<file path="config.mk">
export PLATFORM = sky130hd
export DESIGN_NAME = fscr_core
export DESIGN_NICKNAME = d
export VERILOG_FILES = /design/src/logic/fscr_pkg.sv /design/src/logic/fscr_core.sv /design/src/logic/fscr_cause_byte.sv
export VERILOG_INCLUDE_DIRS = /design/src /design/src/logic
export SDC_FILE = /design/constraint.sdc
export NUM_CORES = 1
export LEC_CHECK = 0
export BUFFER_PORTS_ARGS = -buffer_cell sky130_fd_sc_hd__buf_2
export CORE_MARGIN = 2
export CORE_UTILIZATION = 45
export DETAILED_ROUTE_END_ITERATION = 12
export PLACE_DENSITY = 0.72
export REMOVE_ABC_BUFFERS = 1
export SETUP_SLACK_MARGIN = 0.02
export SYNTH_ARGS = -nofsm -noshare
export SYNTH_HDL_FRONTEND = slang
export SYNTH_SLANG_ARGS = --single-unit
</file>
<file path="constraint.sdc">
create_clock -name core_clk -period 1.35 [get_ports core_clk]
set_clock_uncertainty 0.2 [all_clocks]
set_input_delay 0.27 -clock core_clk [delete_from_list [all_inputs] [get_ports core_clk]]
set_output_delay 0.27 -clock core_clk [all_outputs]
set_load 0.005 [all_outputs]
</file>
<file path="src/logic/fscr_regs.svh">
/*
 Register offsets, field positions, used-bit masks and reset values of the
 fault, status and command byte bank. Assumes byte-wide register addresses.
*/
`ifndef FSCR_REGS_SVH
`define FSCR_REGS_SVH

`define FSCR_OFS_CAUSE_A 8'h01
`define FSCR_OFS_CAUSE_B 8'h02
`define FSCR_OFS_STATUS 8'h03
`define FSCR_OFS_RSVD 8'h04
`define FSCR_OFS_CMD 8'h05

`define FSCR_CAUSE_A_USED 8'hBD
`define FSCR_CAUSE_B_USED 8'h7F
`define FSCR_CAUSE_RESET 8'h00
`define FSCR_CMD_RESET 8'h00
`define FSCR_RDATA_RESET 8'h00

`define FSCR_A_CCCV 7
`define FSCR_A_SYNC 5
`define FSCR_A_FREQUENCY_SET_RESISTOR 4
`define FSCR_A_THARD 3
`define FSCR_A_TSOFT 2
`define FSCR_A_OVLO 0

`define FSCR_B_MOCP 6
`define FSCR_B_OOVP 5
`define FSCR_B_OUVP 4
`define FSCR_B_AUXUV 3
`define FSCR_B_BOCP 2
`define FSCR_B_BOVP 1
`define FSCR_B_BUV 0

`define FSCR_S_FAST 7
`define FSCR_S_SLOW 6
`define FSCR_S_BFULL 5
`define FSCR_S_CC 4
`define FSCR_S_MFULL 3
`define FSCR_S_PG 2

`define FSCR_CMD_APPLY 1
`define FSCR_CMD_ENABLE 0

`endif

</file>
<file path="src/logic/fscr_pkg.sv">
/*
 Types shared by the fault, status and command byte bank.
 Assumes the constants header is included by the design files.
*/
`default_nettype none

package fscr_pkg;

    typedef logic [7:0] fscr_byte_t;

    typedef struct packed {
        logic cc_mode;
        logic sync_out_of_range;
        logic frequency_set_resistor_bad;
        logic hard_thermal_limit;
        logic soft_thermal_limit;
        logic input_overvoltage_lockout;
        logic main_overcurrent;
        logic output_overvoltage_limit;
        logic output_undervoltage;
        logic auxiliary_linear_regulator_uv;
        logic bias_rail_overcurrent;
        logic bias_rail_overvoltage;
        logic bias_rail_undervoltage;
        logic sync_clock_too_fast;
        logic sync_clock_too_slow;
        logic bias_full_duty;
        logic main_full_duty;
        logic main_power_good;
    } fscr_cond_s;

endpackage

`default_nettype wire

</file>
<file path="src/logic/fscr_core.sv">
/*
 Fault cause, live status, reserved and command byte bank of the buck converter.
 Assumes the serial interface engine presents decoded byte accesses on core_clk
 and that protection and mode condition inputs are asynchronous levels.
*/
// Behaviour
// - Cause bytes set a bit on its event; zero means no event since clear.
// - Reading a cause byte clears its bits.
// - A read spares a cause bit whose condition is still present.
// - Cause A bit 7 sets on every change between current and voltage regulation.
// - Cause A bit 5 sets when the sync clock is out of range.
// - Cause A bit 4 sets when the frequency resistor is out of range.
// - Cause A bits 3 and 2 set on hard and soft thermal limits.
// - Cause A bit 0 sets on input over-voltage; bits 6 and 1 read zero.
// - Cause B bit 6 sets on main over-current; bit 7 reads zero.
// - Cause B bit 5 sets on output over-voltage.
// - Cause B bit 4 sets on output under-voltage in either mode.
// - Cause B bit 3 sets on auxiliary regulator under-voltage.
// - Cause B bits 2, 1, 0 set on bias over-current, over-voltage, under-voltage.
// - Status bits 7 and 6 show sync clock too fast and too slow.
// - Status bit 5 shows bias converter at full duty.
// - Status bit 4 shows current regulation, zero for voltage regulation.
// - Status bit 3 shows main converter at full duty.
// - Status bit 2 shows main power good; bits 1 and 0 read zero.
// - The reserved byte holds nothing and reads zero.
// - Writing one to command bit 1 applies the voltage code; reads zero.
// - Command bit 0 enables the main converter; command resets to zero.
// - A set mask bit suppresses the interrupt but the cause still records.
// - Mask-all forces every mask to one.
`timescale 1ns/1ps
`default_nettype none
`include "fscr_regs.svh"

module fscr_core (
    input wire logic core_clk,
    input wire logic arst_n,
    input wire logic [7:0] reg_addr,
    input wire logic reg_wr,
    input wire logic reg_rd,
    input wire fscr_pkg::fscr_byte_t reg_wdata,
    output fscr_pkg::fscr_byte_t reg_rdata_r,
    input wire fscr_pkg::fscr_cond_s cond_async,
    input wire fscr_pkg::fscr_byte_t mask_a,
    input wire fscr_pkg::fscr_byte_t mask_b,
    input wire logic mask_all,
    output logic main_enable_r,
    output logic apply_voltage_code_r,
    output logic irq_r
);

    fscr_pkg::fscr_cond_s cond_meta_r;
    fscr_pkg::fscr_cond_s cond_r;
    logic cc_prev_r;
    logic cc_edge;
    fscr_pkg::fscr_byte_t hold_a;
    fscr_pkg::fscr_byte_t hold_b;
    fscr_pkg::fscr_byte_t set_a;
    fscr_pkg::fscr_byte_t status_v;
    fscr_pkg::fscr_byte_t cause_a;
    fscr_pkg::fscr_byte_t cause_b;
    fscr_pkg::fscr_byte_t eff_mask_a;
    fscr_pkg::fscr_byte_t eff_mask_b;
    fscr_pkg::fscr_byte_t reg_rdata_nxt;
    logic main_enable_nxt;
    logic apply_voltage_code_nxt;
    logic irq_nxt;
    logic rd_a;
    logic rd_b;
    logic wr_cmd;

    // Condition levels are synchronised before any logic reads them.
    always_ff @(posedge core_clk or negedge arst_n) begin
        if (!arst_n) begin
            cond_meta_r <= '0;
            cond_r <= '0;
            cc_prev_r <= 1'b0;
        end else begin
            cond_meta_r <= cond_async;
            cond_r <= cond_meta_r;
            cc_prev_r <= cond_r.cc_mode;
        end
    end

    assign rd_a = reg_rd && (reg_addr == `FSCR_OFS_CAUSE_A);
    assign rd_b = reg_rd && (reg_addr == `FSCR_OFS_CAUSE_B);
    assign wr_cmd = reg_wr && (reg_addr == `FSCR_OFS_CMD);
    assign cc_edge = cond_r.cc_mode ^ cc_prev_r;

    always_comb begin
        hold_a = '0;
        hold_a[`FSCR_A_CCCV] = cc_edge;
        hold_a[`FSCR_A_SYNC] = cond_r.sync_out_of_range;
        hold_a[`FSCR_A_FREQUENCY_SET_RESISTOR] = cond_r.frequency_set_resistor_bad;
        hold_a[`FSCR_A_THARD] = cond_r.hard_thermal_limit;
        hold_a[`FSCR_A_TSOFT] = cond_r.soft_thermal_limit;
        hold_a[`FSCR_A_OVLO] = cond_r.input_overvoltage_lockout;
        set_a = hold_a;
        hold_b = '0;
        hold_b[`FSCR_B_MOCP] = cond_r.main_overcurrent;
        hold_b[`FSCR_B_OOVP] = cond_r.output_overvoltage_limit;
        hold_b[`FSCR_B_OUVP] = cond_r.output_undervoltage;
        hold_b[`FSCR_B_AUXUV] = cond_r.auxiliary_linear_regulator_uv;
        hold_b[`FSCR_B_BOCP] = cond_r.bias_rail_overcurrent;
        hold_b[`FSCR_B_BOVP] = cond_r.bias_rail_overvoltage;
        hold_b[`FSCR_B_BUV] = cond_r.bias_rail_undervoltage;
        status_v = '0;
        status_v[`FSCR_S_FAST] = cond_r.sync_clock_too_fast;
        status_v[`FSCR_S_SLOW] = cond_r.sync_clock_too_slow;
        status_v[`FSCR_S_BFULL] = cond_r.bias_full_duty;
        status_v[`FSCR_S_CC] = cond_r.cc_mode;
        status_v[`FSCR_S_MFULL] = cond_r.main_full_duty;
        status_v[`FSCR_S_PG] = cond_r.main_power_good;
    end

    // Unused cause bits are forced to zero by the used masks.
    fscr_cause_byte #(
        .USED(`FSCR_CAUSE_A_USED)
    ) u_cause_a (
        .core_clk(core_clk),
        .arst_n(arst_n),
        .set_vec(set_a),
        .hold_vec(hold_a),
        .rd_clr(rd_a),
        .cause_r(cause_a)
    );

    fscr_cause_byte #(
        .USED(`FSCR_CAUSE_B_USED)
    ) u_cause_b (
        .core_clk(core_clk),
        .arst_n(arst_n),
        .set_vec(hold_b),
        .hold_vec(hold_b),
        .rd_clr(rd_b),
        .cause_r(cause_b)
    );

    // Read data returns the value before any clear takes effect.
    always_comb begin
        eff_mask_a = mask_a | {8{mask_all}};
        eff_mask_b = mask_b | {8{mask_all}};
        irq_nxt = |(cause_a & ~eff_mask_a) || |(cause_b & ~eff_mask_b);
        reg_rdata_nxt = reg_rdata_r;
        if (reg_rd) begin
            unique case (reg_addr)
                `FSCR_OFS_CAUSE_A: reg_rdata_nxt = cause_a;
                `FSCR_OFS_CAUSE_B: reg_rdata_nxt = cause_b;
                `FSCR_OFS_STATUS: reg_rdata_nxt = status_v;
                `FSCR_OFS_RSVD: reg_rdata_nxt = 8'h00;
                `FSCR_OFS_CMD: reg_rdata_nxt = {7'h00, main_enable_r};
                default: reg_rdata_nxt = 8'h00;
            endcase
        end
        main_enable_nxt = main_enable_r;
        apply_voltage_code_nxt = 1'b0;
        if (wr_cmd) begin
            main_enable_nxt = reg_wdata[`FSCR_CMD_ENABLE];
            apply_voltage_code_nxt = reg_wdata[`FSCR_CMD_APPLY];
        end
    end

    // Only the command byte is writable; other offsets ignore writes.
    always_ff @(posedge core_clk or negedge arst_n) begin
        if (!arst_n) begin
            reg_rdata_r <= `FSCR_RDATA_RESET;
            main_enable_r <= 1'(`FSCR_CMD_RESET >> `FSCR_CMD_ENABLE);
            apply_voltage_code_r <= 1'b0;
            irq_r <= 1'b0;
        end else begin
            reg_rdata_r <= reg_rdata_nxt;
            main_enable_r <= main_enable_nxt;
            apply_voltage_code_r <= apply_voltage_code_nxt;
            irq_r <= irq_nxt;
        end
    end
endmodule
`default_nettype wire

</file>
<file path="src/logic/fscr_cause_byte.sv">
/*
 One sticky interrupt-cause byte with clear on read.
 Assumes set and hold vectors and the read strobe come from the same clock.
*/
`timescale 1ns/1ps
`default_nettype none
`include "fscr_regs.svh"

module fscr_cause_byte #(
    parameter logic [7:0] USED = 8'hFF
) (
    input wire logic core_clk,
    input wire logic arst_n,
    input wire fscr_pkg::fscr_byte_t set_vec,
    input wire fscr_pkg::fscr_byte_t hold_vec,
    input wire logic rd_clr,
    output fscr_pkg::fscr_byte_t cause_r
);

    fscr_pkg::fscr_byte_t cause_nxt;

    // A set wins over the clear, and a clear spares bits whose cause persists.
    always_comb begin
        cause_nxt = USED & (set_vec | (cause_r & ~({8{rd_clr}} & ~hold_vec)));
    end

    always_ff @(posedge core_clk or negedge arst_n) begin
        if (!arst_n) begin
            cause_r <= `FSCR_CAUSE_RESET;
        end else begin
            cause_r <= cause_nxt;
        end
    end

endmodule
`default_nettype wire

</file>
==> results.py <==
metrics = {
    "run_status": {
        "failed_checks": "negative setup slack",
        "outcome": "finished, violations left",
    },
    "sta": {
        "tightest_slew_ns": 0.318,
        "min_period_ns": 1.43,
        "rsz0062_at_grt": "yes",
        "setup_violations": 15,
        "final.setup.worst_slack_ns": -0.0768,
        "slew_headroom_pct": 78.8,
        "fmax_mhz": 701,
        "finalCritPeriodShare_pct": 106,
        "hold_viol": 0,
        "slew_viol_final": 0,
        "fin_worst_hold_slack_ns": 0.0410,
    },
    "global_route": {
        "grt_usage_pct": 18.1,
        "grt_pass1_wl_mm": 6.87,
        "grt_max_degree": 62,
        "gr-total-overflow": 0,
        "antenna_found_initial": 0,
        "grt_pass1_vias": 1541,
    },
    "final_layout": {
        "layout.cells.non_filler": 303,
        "final_cell_mix": "61 x dfrtp_1, 55 x buf_2, 22 x dlygate4sd3_1",
        "drive_gt1_share_pct": 42.6,
        "post-route-cell-area_mm2": 0.00303,
        "num-fill-cells": 332,
        "fin_nets": 303,
        "syn_to_final_growth_pct": 46.6,
        "final_common_cell": "dfrtp_1",
        "postLayoutCoreUtil_pct": 69.1,
        "diodes": 0,
    },
    "place": {
        "dp_hpwl_mm": 2.78,
        "dpl_worst_slack_ns": -0.418,
        "placed_cell_area_mm2": 0.00253,
        "port_buffers": 56,
        "gp_congestion": 0.809,
        "dp_cells": 260,
    },
    "pwr": {
        "p_clk_share_pct": 39.9,
        "power_density_mw_per_mm2": 1200,
        "power.leakage_nw": 1.51,
        "p_comb_share_pct": 7.3,
        "intPower_mw": 2.88,
        "peakVddDrop_mv": 0.793,
        "power_switching_mw": 0.740,
        "seqPwrFrac_pct": 52.7,
        "netSwitchingFraction_pct": 20.4,
    },
    "setup_path": {
        "reg2reg_to": "reg_rdata_r[2]",
        "critical_path_class": "primary input to flip-flop",
        "worstPathArrival_ns": 1.43,
        "endpoint_kind": "flip-flop",
        "reg2reg_slack_ns": 0.10,
        "critPathLaunch": "reg_addr[5]",
        "critPathRequiredTime_ns": 1.36,
        "cp-start-kind": "primary input",
        "reg2reg_from": "u_cause_a.cause_r[2]",
        "r2r_cells": 3,
        "cp_max_fo": 7,
    },
    "logic_synthesis": {
        "synth_cell_types": 28,
        "synth.avg_cell_area_um2": 14.9,
        "synth_cells": 139,
        "synth_largest_area_cell": "dfrtp_1",
        "ys_seq_area_share_pct": 73.9,
        "synthFlopType": "dfrtp_1",
        "ys_top_cells_by_area": "dfrtp_1 74%, a21o_1 4.7%, inv_1 2.7%",
        "synth-seq-cells": 61,
        "yosysTopAreaCellShare_pct": 73.9,
        "syn_area_mm2": 0.00207,
        "ys_async_sr_fraction_pct": 100,
        "synth_edf_count": 0,
        "ys_warn_count": 0,
    },
    "flow_run": {
        "drv_cap": 0,
    },
    "routing": {
        "ant_nets": 0,
        "vias_per_cell": 4.77,
        "dr.first_iter.drc_count": 76,
        "dr_total_vias": 1444,
        "routedWlPerCell_um": 14.0,
        "drt_wl_total_mm": 4.25,
        "drt_pre_antenna_iters": 4,
        "drc": 0,
    },
    "clock_network": {
        "cts_root_buffer": "clkbuf_8",
        "h-tree-depth": 3,
        "cts_buffer_depth": 2,
        "clkSinkCount": 61,
        "worstSkewPairLatency_ns": 0.32,
        "cts_buffers": 9,
        "path_clk_slew_ns": 0.06,
        "cts_tree": "yes",
    },
    "min_path": {
        "whs_endpoint": "reg_rdata_r[0]",
        "whs_path_depth": 3,
        "min_from": "reg_rd",
        "hold_path_class": "primary input to flip-flop",
    },
    "floorplan": {
        "die-width_um": 71.8,
        "fp.dieArea_mm2": 0.00515,
        "die_h_um": 71.8,
        "core_area_mm2": 0.00438,
        "rows": 24,
        "ioPinCount": 66,
        "initial_core_util_pct": 47.1,
    },
}
cell type report:
| type | count | area (um2) | share of cell area, % |
|---|---|---|---|
| Sequential cell | 61 | 1530 | 50.4 |
| Timing Repair Buffer | 101 | 696 | 23.0 |
| Multi-Input combinational cell | 59 | 498 | 16.4 |
| Clock buffer | 13 | 179 | 5.91 |
| Tap cell | 52 | 65.1 | 2.15 |
| Inverter | 16 | 60.1 | 1.98 |
| Clock inverter | 1 | 5.00 | 0.165 |
how the worst max path moves through the flow:
stage                                 endpoint  cells after the start
after floorplan           u_cause_b.cause_r[0]                      4
after global placement    u_cause_a.cause_r[3]                      6
after detailed placement  u_cause_b.cause_r[3]                      6
after CTS                 u_cause_b.cause_r[3]                      6
after global routing      u_cause_a.cause_r[2]                      6
final                     u_cause_b.cause_r[2]                      6
power groups by stage:
stage	Combinational [mW]	Sequential, mW	Clock [mW]
floorplan	0.0533	1.94	0
global placement	0.209	1.94	0
detailed placement	0.210	1.94	0
CTS	0.265	1.91	1.49
global route	0.295	1.92	1.58
finish	0.266	1.91	1.45
layer usage:
| metal | part of all wire (%) | wire, um | global-route usage, % |
|---|---|---|---|
| met4 | 0.66 | 28 | 5.03 |
| met5 | 0 | 0 | 0 |
| met2 | 49 | 2100 | 29.5 |
| met3 | 6.0 | 254 | 6.33 |
| met1 | 44 | 1870 | 23.0 |
synth_stat cells (all sizes together) (2+ instances only):
cell     count
a21o        13
o21ai        4
o22ai        4
buf          2
a32o         3
inv         15
mux2         5
nand2        6
o2bb2ai      5
nor2b        2
nor2         2
dfrtp       61
a22oi        4
nor3         2
repair_timing:
item,4_1_cts,5_1_grt
pin swaps,3,10
setup buffers,4,3
resized for setup,3,4
endpoints found under the setup margin,25,31
hold endpoints to repair,82,0
hold buffers,22,0
flip-flops by register name, indices dropped and copies added (netlist names):
| register | flops |
|---|---|
| main_enable_r | 1 |
| u_cause_b.cause_r | 7 |
| apply_voltage_code_r | 1 |
| cond_r | 18 |
| irq_r | 1 |
| cc_prev_r | 1 |
| reg_rdata_r | 8 |
| u_cause_a.cause_r | 6 |
| cond_meta_r | 18 |
worst max-delay path: stages:
cell	delay, ns
buf_6	0.09
or3_4	0.39
nor4b_4	0.24
buf_4	0.18
nand2_4	0.07
a21o_1	0.19
cells by family (layout without fill, tap and decap cells):
family	after synthesis	count (layout)	share of synthesized area, %
compound gates	38	38	14.2
simple gates	15	15	5.27
flops	61	61	73.9
xor+xnor	1	1	0.424
mux	5	5	2.73
buf+inv	19	131	3.51
stage by stage:
stage               setup TNS (ns)  total power [mW]
CTS                         -0.843              3.67
global placement             -8.06              2.15
floorplan                    -6.92              1.99
finish                      -0.775              3.62
detailed placement           -8.57              2.15
global route                 -1.90              3.79
Power figures use the tool's default switching activity.
